## config.mk

```make
export PLATFORM = sky130hd
export DESIGN_NAME = dmca_regs
export DESIGN_NICKNAME = d
export VERILOG_FILES = /design/src/hw/dmca_pkg.sv /design/src/hw/dmca_regs.sv
export SDC_FILE = /design/constraint.sdc
export NUM_CORES = 1
export LEC_CHECK = 0
export CORE_ASPECT_RATIO = 0.5
export CORE_MARGIN = 4
export CORE_UTILIZATION = 64
export DETAILED_ROUTE_END_ITERATION = 10
export DONT_BUFFER_PORTS = 1
export GPL_TIMING_DRIVEN = 0
export HOLD_SLACK_MARGIN = 0.1
export PLACE_DENSITY = 0.91
export SLEW_MARGIN = 20
export SYNTH_ARGS = -nofsm -noshare
export SYNTH_HDL_FRONTEND = slang
export SYNTH_SLANG_ARGS = --single-unit
```

## constraint.sdc

```tcl
create_clock -name clk -period 4.35 [get_ports clk]
set_clock_uncertainty 0.05 [all_clocks]
set_input_delay 1.0875 -clock clk [delete_from_list [all_inputs] [get_ports clk]]
set_output_delay 1.0875 -clock clk [all_outputs]
set_load 0.005 [all_outputs]
```

## src/hw/dmca_pkg.sv

```systemverilog
// Purpose: shared constants for the dac mode control and attenuation block
// Assumes: 16-bit control words, select bit on top, 7-bit address, 8-bit data
// Notes: every offset, field position, reset value and count is named here once
package dmca_pkg;

    // control word layout
    localparam int RW_BIT = 15;                 // 0 write, 1 readback
    localparam int ADDR_MSB = 14;               // address field top bit
    localparam int ADDR_LSB = 8;                // address field bottom bit
    localparam int DATA_MSB = 7;                // data field top bit

    // register offsets
    localparam logic [6:0] LEFT_ATTEN_OFS = 7'h10;   // left_attenuation_level
    localparam logic [6:0] RIGHT_ATTEN_OFS = 7'h11;  // right_attenuation_level
    localparam logic [6:0] FMT_CTRL_OFS = 7'h12;     // format_emphasis_mute_control
    localparam logic [6:0] OUT_CTRL_OFS = 7'h13;     // output_phase_rate_control

    // format_emphasis_mute_control fields
    localparam int LOAD_GATE_BIT = 7;           // atten_load_gate
    localparam int FMT_MSB = 6;                 // audio_format_sel top
    localparam int FMT_LSB = 4;                 // audio_format_sel bottom
    localparam int DEEMPH_RATE_MSB = 3;         // deemph_rate_sel top
    localparam int DEEMPH_RATE_LSB = 2;         // deemph_rate_sel bottom
    localparam int DEEMPH_EN_BIT = 1;           // deemph_enable
    localparam int SOFT_MUTE_BIT = 0;           // soft mute

    // output_phase_rate_control fields
    localparam int PHASE_INV_BIT = 7;           // phase_invert
    localparam int STEP_RATE_MSB = 6;           // atten_step_rate top
    localparam int STEP_RATE_LSB = 5;           // atten_step_rate bottom
    localparam int OUT_DIS_BIT = 4;             // output_disable

    // reset values
    localparam logic [7:0] ATTEN_RST = 8'hff;   // 0 dB
    localparam logic [2:0] FMT_RST = 3'h5;      // 24-bit i2s
    localparam logic [1:0] DEEMPH_RATE_RST = 2'h0;
    localparam logic [1:0] STEP_RATE_RST = 2'h0;
    localparam logic BIT_RST = 1'b0;            // every single-bit control

    // attenuation code figures
    localparam logic [7:0] MUTE_MAX_CODE = 8'h0e;     // 0..14 mean full mute
    localparam logic [8:0] UNITY_CODE = 9'h0ff;       // code giving 0 dB
    localparam logic [7:0] SOFT_MUTE_CODE = 8'h00;    // ramp end of soft mute
    localparam int SOFT_MUTE_STEPS = 256;             // codes the mute ramp passes from 255 to 0

    // step interval codes, in word clock periods
    typedef enum logic [1:0] {
        RATE_EVERY,
        RATE_HALF,
        RATE_QUARTER,
        RATE_EIGHTH
    } dmca_rate_t;

endpackage : dmca_pkg

```

## src/hw/dmca_regs.sv

```systemverilog
// Purpose: mode control register bank with a stepped two-channel attenuator
// Assumes: control words arrive parsed on clk; word_clock comes from the pin
// Notes: serial framing lives elsewhere; word_clock only paces the ramp
//
// Function
// - select bit zero writes, one reads back
// - independent half-dB attenuator per channel
// - gain is half dB times code minus 255
// - attenuation registers reset to all ones
// - shared load gate blocks new codes
// - three-bit format field, reset 101
// - two-bit de-emphasis rate field, reset 00
// - stream mode reuses rate field for filter
// - one de-emphasis enable for both channels
// - one soft mute bit for both channels
// - soft mute ramps down in up to 255 steps
// - step interval of 1,2,4,8 word clocks
// - phase invert bit flips both outputs
// - output disable forces bipolar zero
module dmca_regs #(
    parameter int CHANNELS = 2
) (
    input wire logic clk,
    input wire logic rst_n,
    input wire logic ctl_valid,
    input wire logic [15:0] ctl_word,
    output logic rd_valid,
    output logic [7:0] rd_data,
    input wire logic word_clock,
    input wire logic stream_mode,
    output logic [7:0] left_level,
    output logic [7:0] right_level,
    output logic signed [8:0] left_gain_half_db,
    output logic signed [8:0] right_gain_half_db,
    output logic left_full_mute,
    output logic right_full_mute,
    output logic [2:0] audio_format_sel,
    output logic [1:0] deemph_rate_sel,
    output logic [1:0] fir_perf_sel,
    output logic deemph_enable,
    output logic phase_invert,
    output logic output_disable,
    output logic bipolar_zero,
    output logic ramp_busy
);

    // decoded control word
    wire logic is_read = ctl_word[dmca_pkg::RW_BIT];
    wire logic [6:0] addr = ctl_word[dmca_pkg::ADDR_MSB:dmca_pkg::ADDR_LSB];
    wire logic [7:0] wdata = ctl_word[dmca_pkg::DATA_MSB:0];
    wire logic wr_req = ctl_valid && !is_read;
    wire logic rd_req = ctl_valid && is_read;

    // address decode
    wire logic hit_left = (addr == dmca_pkg::LEFT_ATTEN_OFS);
    wire logic hit_right = (addr == dmca_pkg::RIGHT_ATTEN_OFS);
    wire logic hit_fmt = (addr == dmca_pkg::FMT_CTRL_OFS);
    wire logic hit_out = (addr == dmca_pkg::OUT_CTRL_OFS);

    // stored register contents
    logic [7:0] code_r [CHANNELS];      // channel_atten_code as written
    logic load_gate_r;                  // atten_load_gate
    logic [2:0] fmt_r;                  // audio_format_sel
    logic [1:0] deemph_rate_r;          // deemph_rate_sel
    logic deemph_en_r;                  // deemph_enable
    logic soft_mute_r;                  // soft mute request
    logic phase_inv_r;                  // phase_invert
    logic [1:0] step_rate_r;            // atten_step_rate
    logic out_dis_r;                    // output_disable

    // per-channel write strobes, left is channel 0
    wire logic [CHANNELS-1:0] code_wr = {wr_req && hit_right, wr_req && hit_left};

    // control register writes
    always_ff @(posedge clk or negedge rst_n) begin
        if (!rst_n) begin
            load_gate_r <= dmca_pkg::BIT_RST;
            fmt_r <= dmca_pkg::FMT_RST;
            deemph_rate_r <= dmca_pkg::DEEMPH_RATE_RST;
            deemph_en_r <= dmca_pkg::BIT_RST;
            soft_mute_r <= dmca_pkg::BIT_RST;
        end else if (wr_req && hit_fmt) begin
            load_gate_r <= wdata[dmca_pkg::LOAD_GATE_BIT];
            fmt_r <= wdata[dmca_pkg::FMT_MSB:dmca_pkg::FMT_LSB];
            deemph_rate_r <= wdata[dmca_pkg::DEEMPH_RATE_MSB:dmca_pkg::DEEMPH_RATE_LSB];
            deemph_en_r <= wdata[dmca_pkg::DEEMPH_EN_BIT];
            soft_mute_r <= wdata[dmca_pkg::SOFT_MUTE_BIT];
        end
    end

    // output register writes; low four bits belong to functions not held here
    always_ff @(posedge clk or negedge rst_n) begin
        if (!rst_n) begin
            phase_inv_r <= dmca_pkg::BIT_RST;
            step_rate_r <= dmca_pkg::STEP_RATE_RST;
            out_dis_r <= dmca_pkg::BIT_RST;
        end else if (wr_req && hit_out) begin
            phase_inv_r <= wdata[dmca_pkg::PHASE_INV_BIT];
            step_rate_r <= wdata[dmca_pkg::STEP_RATE_MSB:dmca_pkg::STEP_RATE_LSB];
            out_dis_r <= wdata[dmca_pkg::OUT_DIS_BIT];
        end
    end

    // readback mux; unmapped addresses and unheld bits answer zero
    wire logic [7:0] fmt_word = {load_gate_r, fmt_r, deemph_rate_r, deemph_en_r, soft_mute_r};
    wire logic [7:0] out_word = {phase_inv_r, step_rate_r, out_dis_r, 4'h0};
    wire logic [7:0] rd_mux = hit_left ? code_r[0] :
                              hit_right ? code_r[1] :
                              hit_fmt ? fmt_word :
                              hit_out ? out_word : 8'h00;

    // readback answer, one cycle after the request
    // data stays put between reads so a slow host may pick it up late
    always_ff @(posedge clk or negedge rst_n) begin
        if (!rst_n) begin
            rd_valid <= 1'b0;
            rd_data <= 8'h00;
        end else begin
            rd_valid <= rd_req;
            if (rd_req) begin
                rd_data <= rd_mux;
            end
        end
    end

    // word clock comes from a pin: two flops before anything looks at it
    logic wclk_meta_r;
    logic wclk_sync_r;
    logic wclk_prev_r;
    always_ff @(posedge clk or negedge rst_n) begin
        if (!rst_n) begin
            wclk_meta_r <= 1'b0;
            wclk_sync_r <= 1'b0;
            wclk_prev_r <= 1'b0;
        end else begin
            wclk_meta_r <= word_clock;
            wclk_sync_r <= wclk_meta_r;
            wclk_prev_r <= wclk_sync_r;
        end
    end
    wire logic wclk_rise = wclk_sync_r && !wclk_prev_r;

    // interval divider: counts word clock periods, free running
    // free running keeps the logic small; the cost is that the first
    // step after a rate change may come up to one interval early
    logic [2:0] div_cnt_r;
    always_ff @(posedge clk or negedge rst_n) begin
        if (!rst_n) begin
            div_cnt_r <= 3'h0;
        end else if (wclk_rise) begin
            div_cnt_r <= div_cnt_r + 3'h1;
        end
    end

    // mask picks 1, 2, 4 or 8 periods per step
    logic [2:0] rate_mask;
    always_comb begin
        case (dmca_pkg::dmca_rate_t'(step_rate_r))
            dmca_pkg::RATE_EVERY: rate_mask = 3'h0;
            dmca_pkg::RATE_HALF: rate_mask = 3'h1;
            dmca_pkg::RATE_QUARTER: rate_mask = 3'h3;
            default: rate_mask = 3'h7;
        endcase
    end
    wire logic step_tick = wclk_rise && ((div_cnt_r & rate_mask) == 3'h0);

    // check helper: word clock rises seen since the last step tick
    // a rate write restarts the count, since the free divider may then
    // give one short first interval that the rules allow
    logic [3:0] rise_gap_r;             // rises since last tick, saturating
    logic gap_valid_r;                  // a tick at a stable rate has been seen
    always_ff @(posedge clk or negedge rst_n) begin
        if (!rst_n) begin
            rise_gap_r <= 4'h0;
            gap_valid_r <= 1'b0;
        end else if (wr_req && hit_out) begin
            // rate may change here: forget the old spacing
            rise_gap_r <= 4'h0;
            gap_valid_r <= 1'b0;
        end else if (step_tick) begin
            // a tick closes one interval and opens the next
            rise_gap_r <= 4'h0;
            gap_valid_r <= 1'b1;
        end else if (wclk_rise && rise_gap_r != 4'hf) begin
            // count the periods between ticks, stop at the top
            rise_gap_r <= rise_gap_r + 4'h1;
        end
    end

    // per-channel target and applied level
    logic [7:0] target_r [CHANNELS];    // code accepted through the gate
    logic [7:0] level_r [CHANNELS];     // level actually applied
    logic [CHANNELS-1:0] moving;

    genvar ch;
    generate
        for (ch = 0; ch < CHANNELS; ch++) begin : g_chan
            // soft mute overrides the target but keeps it for release
            wire logic [7:0] goal = soft_mute_r ? dmca_pkg::SOFT_MUTE_CODE : target_r[ch];

            // written code always readable back
            always_ff @(posedge clk or negedge rst_n) begin
                if (!rst_n) begin
                    code_r[ch] <= dmca_pkg::ATTEN_RST;
                end else if (code_wr[ch]) begin
                    code_r[ch] <= wdata;
                end
            end

            // gate closed: applied target keeps its old value
            always_ff @(posedge clk or negedge rst_n) begin
                if (!rst_n) begin
                    target_r[ch] <= dmca_pkg::ATTEN_RST;
                end else if (code_wr[ch] && load_gate_r) begin
                    target_r[ch] <= wdata;
                end
            end

            // one half-dB step per tick, never a jump, avoids zipper clicks
            always_ff @(posedge clk or negedge rst_n) begin
                if (!rst_n) begin
                    level_r[ch] <= dmca_pkg::ATTEN_RST;
                end else if (step_tick && level_r[ch] < goal) begin
                    level_r[ch] <= level_r[ch] + 8'h01;
                end else if (step_tick && level_r[ch] > goal) begin
                    level_r[ch] <= level_r[ch] - 8'h01;
                end
            end

            assign moving[ch] = (level_r[ch] != goal);
        end
    endgenerate

    // applied levels and their meaning in half-dB units
    assign left_level = level_r[0];
    assign right_level = level_r[1];
    assign left_gain_half_db = $signed({1'b0, level_r[0]}) - $signed(dmca_pkg::UNITY_CODE);
    assign right_gain_half_db = $signed({1'b0, level_r[1]}) - $signed(dmca_pkg::UNITY_CODE);
    assign left_full_mute = (level_r[0] <= dmca_pkg::MUTE_MAX_CODE);
    assign right_full_mute = (level_r[1] <= dmca_pkg::MUTE_MAX_CODE);
    assign ramp_busy = |moving;

    // mode outputs straight from their registers, except the rate field, which stream mode steers
    assign audio_format_sel = fmt_r;
    // stream mode hands the same field to the analog fir instead
    assign deemph_rate_sel = stream_mode ? 2'h0 : deemph_rate_r;
    assign fir_perf_sel = stream_mode ? deemph_rate_r : 2'h0;
    assign deemph_enable = deemph_en_r;
    assign phase_invert = phase_inv_r;
    assign output_disable = out_dis_r;
    // bipolar zero wins over any incoming audio
    assign bipolar_zero = out_dis_r;
endmodule : dmca_regs

```

Yosys cells after proc, flatten, opt, wreduce, memory -nomap -nowiden
Index checks and enable logic that the tools add are counted.
{"block": "word_totals", "ff_bits": 75, "latch_bits": 0, "ram_bits": 0, "rom_bits": 0, "in_bits": 21, "out_inout_bits": 57, "word_cells": 76, "memories": 0}
{"block": "classes", "add_sub_neg": 7, "n_mul": 0, "n_div": 0, "order_cmp": 6, "n_eq_ne": 8, "shift": 0, "n_mux": 13, "bitwise": 1, "reduce_logical": 21}
{"cell": "$mux 8", "count": 10}
{"cell": "$eq 7x5->1 const B", "count": 4}
{"cell": "$sub 8x8->9 const B", "count": 2}
{"cell": "$add 8x1->8 const B", "count": 2}
{"cell": "$gt 8x8->1", "count": 2}
{"cell": "$le 8x4->1 const B", "count": 2}
{"cell": "$lt 8x8->1", "count": 2}
{"cell": "$ne 8x8->1", "count": 2}
{"cell": "$sub 8x1->8 const B", "count": 2}
{"cell": "$logic_and 1x1->1", "count": 14}
{"cell": "$pmux 3 s3", "count": 1}
{"cell": "$mux 2", "count": 2}
{"cell": "$reduce_bool 2->1", "count": 2}
{"cell": "$add 3x1->3 const B", "count": 1}
{"cell": "$and 3x3->3", "count": 1}
{"cell": "$logic_not 3->1", "count": 1}
{"cell": "$eq 2x1->1 const B", "count": 1}
{"cell": "$eq 2x2->1 const B", "count": 1}
{"cell": "$logic_not 1->1", "count": 2}
{"cell": "$logic_not 2->1", "count": 1}
{"cell": "$reduce_or 2->1", "count": 1}

Longest topological paths before layout
{"block": "depth", "word_depth": 8, "mapped_depth": 16, "ltp_nobuf": 15}

Worst setup path after synthesis
OpenSTA, ideal clock, no wires.
{"block": "synth_timing", "path_kind": "register to register", "start": "register soft_mute_r", "end": "register level_r, in the netlist left_level[6]", "setup_time_ns": 0.091, "t_arrival_ns": 3.475, "required_time_ns": 4.209, "setup_slack_ns": 0.734, "stages_incl_launch_ff": 16, "n_path_buf": 1, "synth_period_minus_slack_ns": 3.616, "cell_sequence": "dfrtp_1 > clkbuf_1 > nand2b_1 > ha_1 > and3_1 > nor2b_1 > or3_1 > a21o_1 > or2_2 > ha_1 > nor2b_1 > o21ai_0 > a21boi_0 > o21a_1 > o21a_1 > o31ai_1"}
{"block": "synth_between", "elab_chain_cells": 4, "elab_cells_between_ends": 7, "classes_between": "order compare: 2; mux: 2; reduce/logical: 3"}
{"element": "start, declared", "line": "dmca_regs.sv:66", "text": "logic soft_mute_r;"}
{"element": "start signal, assigned", "line": "dmca_regs.sv:81", "text": "soft_mute_r <= dmca_pkg::BIT_RST;"}
{"element": "start signal, assigned", "line": "dmca_regs.sv:87", "text": "soft_mute_r <= wdata[dmca_pkg::SOFT_MUTE_BIT];"}
{"element": "$mux 8 (*)", "line": "dmca_regs.sv:199", "text": "wire logic [7:0] goal = soft_mute_r ? dmca_pkg::SOFT_MUTE_CODE : target_r[ch];"}
{"element": "$lt 8x8->1 / $gt 8x8->1 (equally long branches)", "line": "dmca_regs.sv:223, dmca_regs.sv:225"}
{"element": "$logic_and 1x1->1, on equally long branches", "line": "dmca_regs.sv:223, dmca_regs.sv:225"}
{"element": "$mux 8 / $reduce_bool 2->1 (equally long branches)"}
{"element": "end signal, assigned by index", "line": "dmca_regs.sv:222", "text": "level_r[ch] <= dmca_pkg::ATTEN_RST;"}
{"element": "end signal, assigned by index", "line": "dmca_regs.sv:224", "text": "level_r[ch] <= level_r[ch] + 8'h01;"}
{"element": "end signal, assigned by index", "line": "dmca_regs.sv:226", "text": "level_r[ch] <= level_r[ch] - 8'h01;"}
{"element": "end, declared", "line": "dmca_regs.sv:192", "text": "logic [7:0] level_r [CHANNELS];"}
Every way passes the cells marked *; elsewhere a longest branch is shown, timed or not.
A chain may end at the register's enable or synchronous reset.

Worst setup path in the final report
Same ends and word-level chain as after synthesis.

==> Flow_metrics.wiki <==
{| class="wikitable"
! Metric !! Value
|-
| Count of inserted antenna diode cells || 0
|-
| Placeable Area || 0.006700 sq mm
|-
| Post-synthesis cell count || 392
|-
| Critical Path Sink Type || register
|-
| Peak Freq || 248.8 MHz
|-
| Net Count, Synth || about 450
|-
| Slowest stage cell on the critical path || sky130_fd_sc_hd__dfrtp_1
|-
| Clk Latency, worst-skew pair || approximately 0.33 ns
|-
| Gr usage total || 0.2517
|-
| Number of antenna violations at the first check in global routing || 0
|-
| Vert. Die Dim || roughly 67 um
|-
| Yosys top cell area share || 0.2968
|-
| Top-Level Pins || between 70 and 80
|-
| Largest area contributor in the netlist || sky130_fd_sc_hd__dfstp_2
|-
| Number of global-route vias before repair || around 3200
|-
| Final HPWL DP || 7.238 mm
|-
| Number of rows in the core area || 21
|-
| TritonCTS clock tree || yes
|-
| I/O Buffers || 0
|-
| Wire length after detailed routing || around 10 mm
|-
| Average cell area after synthesis || 11.29 sq um
|-
| Total via count in the routed design || 3097
|-
| Pin count of the biggest net entering global routing || 76
|-
| Detailed-route wire length per cell || 19.82 um
|-
| Final worst path period share || 0.9241
|-
| Worst setup path category || reg2reg
|-
| Total number of clock tree sinks || 75
|-
| Post-synthesis instance area || 0.004427 sq mm
|-
| CTS Root Cell || sky130_fd_sc_hd__clkbuf_16
|-
| Resized cells post-CTS || 0
|-
| Max-slew violation count || 0
|-
| Wire length of the first global-routing pass || 16.38 mm
|-
| Worst Setup Start Kind || register
|-
| Final Hold Viols || 0
|-
| DP Area || 0.004542 sq mm
|-
| Smallest hold slack || 0.3266 ns
|-
| Post-layout minimum cycle time || 4.020 ns
|-
| Status || finished clean
|-
| Bufs on Longest Clock Path || 2
|-
| Yosys synthesis warning count || 0
|-
| Remaining global-route overflow || 0
|-
| Static leakage || 2.064 nW
|-
| Final sum of negative setup slack || 0 ns
|-
| Top cells by area, synth || sky130_fd_sc_hd__dfstp_2 30%, sky130_fd_sc_hd__dfrtp_1 14%, sky130_fd_sc_hd__mux2_2 13%
|-
| Sequential area share after synthesis || 0.4381
|-
| Critical-path cell list || nand2b_1 -> ha_1 -> and3_1 -> nor2b_1 -> or3_1 -> a21o_1 -> or2_2 -> ha_1 -> nor2b_1 -> o21ai_0 -> a21boi_0 -> o21a_1 -> o21a_1 -> o31ai_1
|-
| Unrepaired setup endpoints after global routing || false
|-
| Relative slew slack || 0.5247
|-
| Largest fanout on the critical path || 18
|-
| Number of vias per cell after detailed routing || 6.206
|-
| Cell with the most instances after synthesis || sky130_fd_sc_hd__mux2_2
|-
| Count of non-filler cells in the finished layout || 499
|-
| Total of hold buffers inserted after clock tree synthesis || 0
|-
| Post-synth cell types || 49
|-
| Postcts setup bufs || 0
|-
| H-tree depth || 3
|-
| Arrival time of data at the critical path endpoint || 4.22 ns
|-
| Number of enable-type register cells in the synthesized netlist || 0
|-
| Most frequent cells after synthesis || 51 x sky130_fd_sc_hd__mux2_2, 50 x sky130_fd_sc_hd__dfstp_2, 33 x sky130_fd_sc_hd__ha_1
|-
| Hold Path Depth || 0
|-
| Final setup violation count || 0
|-
| Total Die Area || 0.008392 sq mm
|-
| DRC viols || 0
|-
| Share of async-settable or async-resettable flops after synthesis || 1.000
|-
| Class of the worst hold path || reg2reg
|-
| Fin nets || 458
|-
| Power per cell area || 612.2 mW/mm^2
|-
| Antenna Violating Nets Remaining || 0
|-
| Max-Cap Viols || 0
|-
| WP data required || 4.55 ns
|-
| 1st-iter DRT viols || 151
|-
| Detailed-routed wire length on met3 || 629 um
|-
| Number of search-and-repair iterations in the first detailed-routing pass || 4
|-
| Total non-filler cell area in the finished layout || 0.004826 sq mm
|-
| Count of placed standard cells including taps || 484
|-
| Clock slew at the register clock pins of the worst setup and hold paths || roughly 0.06 ns
|-
| Routed metal-1 wire length || 4.112 mm
|-
| Uppermost metal layer occupied by signal nets || met4
|-
| Worst vdd rail ir drop || 0.2374 mV
|-
| Worst R2R Path Depth || 14
|-
| Initial standard-cell utilization of the core || 0.6607
|-
| Primary FF master, synth || sky130_fd_sc_hd__dfstp_2
|-
| Worst-Margin Slew || 0.7090 ns
|-
| Share of layout cells above drive strength 1 || 0.3268
|-
| Horizontal die dimension || ~130 um
|-
| Highest cell delay on the worst timing path || 0.55 ns
|-
| Routed met2 length || 5.060 mm
|-
| Clock buffer count from CTS || 9
|-
| Layout overhead on the synthesized area || 9.016%
|-
| Placer congestion estimate || 0.7873
|-
| Flip-flop and latch count after synthesis || 75
|}
## report_power, final
part	total [W]	switching [W]	leakage [nW]	internal, W
combinational	0.00111	0.000592	1.07	0.000520
clock	0.000718	0.000317	0.145	0.000401
sequential	0.00112	0.000248	0.852	0.000877
## final timing paths
| check | from | end | slack (ns) |
|---|---|---|---|
| max | soft_mute_r$_DFFE_PN0P_ | left_level[6]$_DFFE_PN1P_ | 0.33 |
| min | wclk_meta_r$_DFF_PN0_ | wclk_sync_r$_DFF_PN0_ | 0.33 |
| max reg2reg | soft_mute_r$_DFFE_PN0P_ | left_level[6]$_DFFE_PN1P_ | 0.33 |
| min reg2reg | wclk_meta_r$_DFF_PN0_ | wclk_sync_r$_DFF_PN0_ | 0.33 |
| max in group asynchronous | rst_n | code_r[0]$_DFFE_PN1P_ | 3.64 |
| min in group asynchronous | rst_n | wclk_sync_r$_DFF_PN0_ | 0.40 |
## cells in the final DEF (no fill, tap or decap), types with 3 or more instances in the layout
master / Yosys / layout
sky130_fd_sc_hd__a21o_1: 5 / 5
sky130_fd_sc_hd__and2_1: 4 / 4
sky130_fd_sc_hd__nand2_2: 3 / 3
sky130_fd_sc_hd__xnor2_1: 19 / 19
sky130_fd_sc_hd__o21ai_0: 13 / 13
sky130_fd_sc_hd__nor2_1: 8 / 8
sky130_fd_sc_hd__nor2b_1: 8 / 8
sky130_fd_sc_hd__a22oi_1: 4 / 4
sky130_fd_sc_hd__buf_2: 3 / 3
sky130_fd_sc_hd__mux2i_1: 4 / 4
sky130_fd_sc_hd__inv_1: 13 / 13
sky130_fd_sc_hd__mux2_2: 51 / 51
sky130_fd_sc_hd__a31oi_1: 5 / 5
sky130_fd_sc_hd__nand2b_1: 18 / 18
sky130_fd_sc_hd__nor3b_1: 5 / 5
sky130_fd_sc_hd__ha_1: 33 / 33
sky130_fd_sc_hd__o2111ai_1: 4 / 4
sky130_fd_sc_hd__xor2_1: 7 / 7
sky130_fd_sc_hd__dfstp_2: 50 / 50
sky130_fd_sc_hd__nand4_1: 8 / 8
sky130_fd_sc_hd__a21oi_1: 24 / 24
sky130_fd_sc_hd__inv_6: 0 / 4
sky130_fd_sc_hd__clkbuf_16: 0 / 9
sky130_fd_sc_hd__nand3_1: 6 / 6
sky130_fd_sc_hd__nand2_1: 32 / 32
sky130_fd_sc_hd__dfrtp_1: 25 / 25
sky130_fd_sc_hd__and3_1: 7 / 7
## per-layer routing
| layer | GRT usage | vias to the layer above |
|---|---|---|
| li1 | - | 1436 |
| met1 | 0.3095 | 1550 |
| met2 | 0.4342 | 99 |
| met3 | 0.07766 | 12 |
| met4 | 0.07432 | 0 |
| met5 | 0 | - |
## logic make-up after synthesis
| kind of cell | synth area share |
|---|---|
| xor gates and xnor gates | 0.05144 |
| AOI/OAI and AO/OA | 0.09158 |
| buffers and inverters | 0.01865 |
| DFF | 0.4381 |
| muxes | 0.1388 |
| and+or+nand+nor | 0.1591 |
| adders and majority gates | 0.1023 |
## critical path: cells and delay by family (launching register included)
family          cells  cell delay, ns
compound gates      6            1.25
fa+ha+maj           2            0.62
flops               1            0.55
simple gates        6            1.46
## layout make-up
type,instances,area [sq um]
multi-input combinational,297,2405
sequential,75,1939
fill,446,1874
clock buffer,9,225.2
tap,92,115.1
clock inverter,7,62.56
inverter,13,48.80
buffer,6,30.03
## state kept, by name (all words and copies together) (netlist names)
register and count:
wclk_sync_r 1, wclk_meta_r 1, load_gate_r 1, rd_data 8, right_level 8, audio_format_sel 3
deemph_rate_r 2, phase_invert 1, rd_valid 1, wclk_prev_r 1, target_r 16, deemph_enable 1
step_rate_r 2, div_cnt_r 3, code_r 16, left_level 8, soft_mute_r 1, bipolar_zero 1
## stage by stage
step | utilization | worst slack, ns | total power (W)
finish | 0.7203 | 0.3301 | 0.002954
global route | 0.7203 | 0.07590 | 0.003178
CTS | 0.7208 | 0.1727 | 0.002957
detailed placement | 0.6779 | 0.2154 | 0.002217
global placement | 0.6779 | 0.4833 | 0.002098
floorplan | - | 0.7342 | 0.001932
Power figures use the tool's default switching activity.
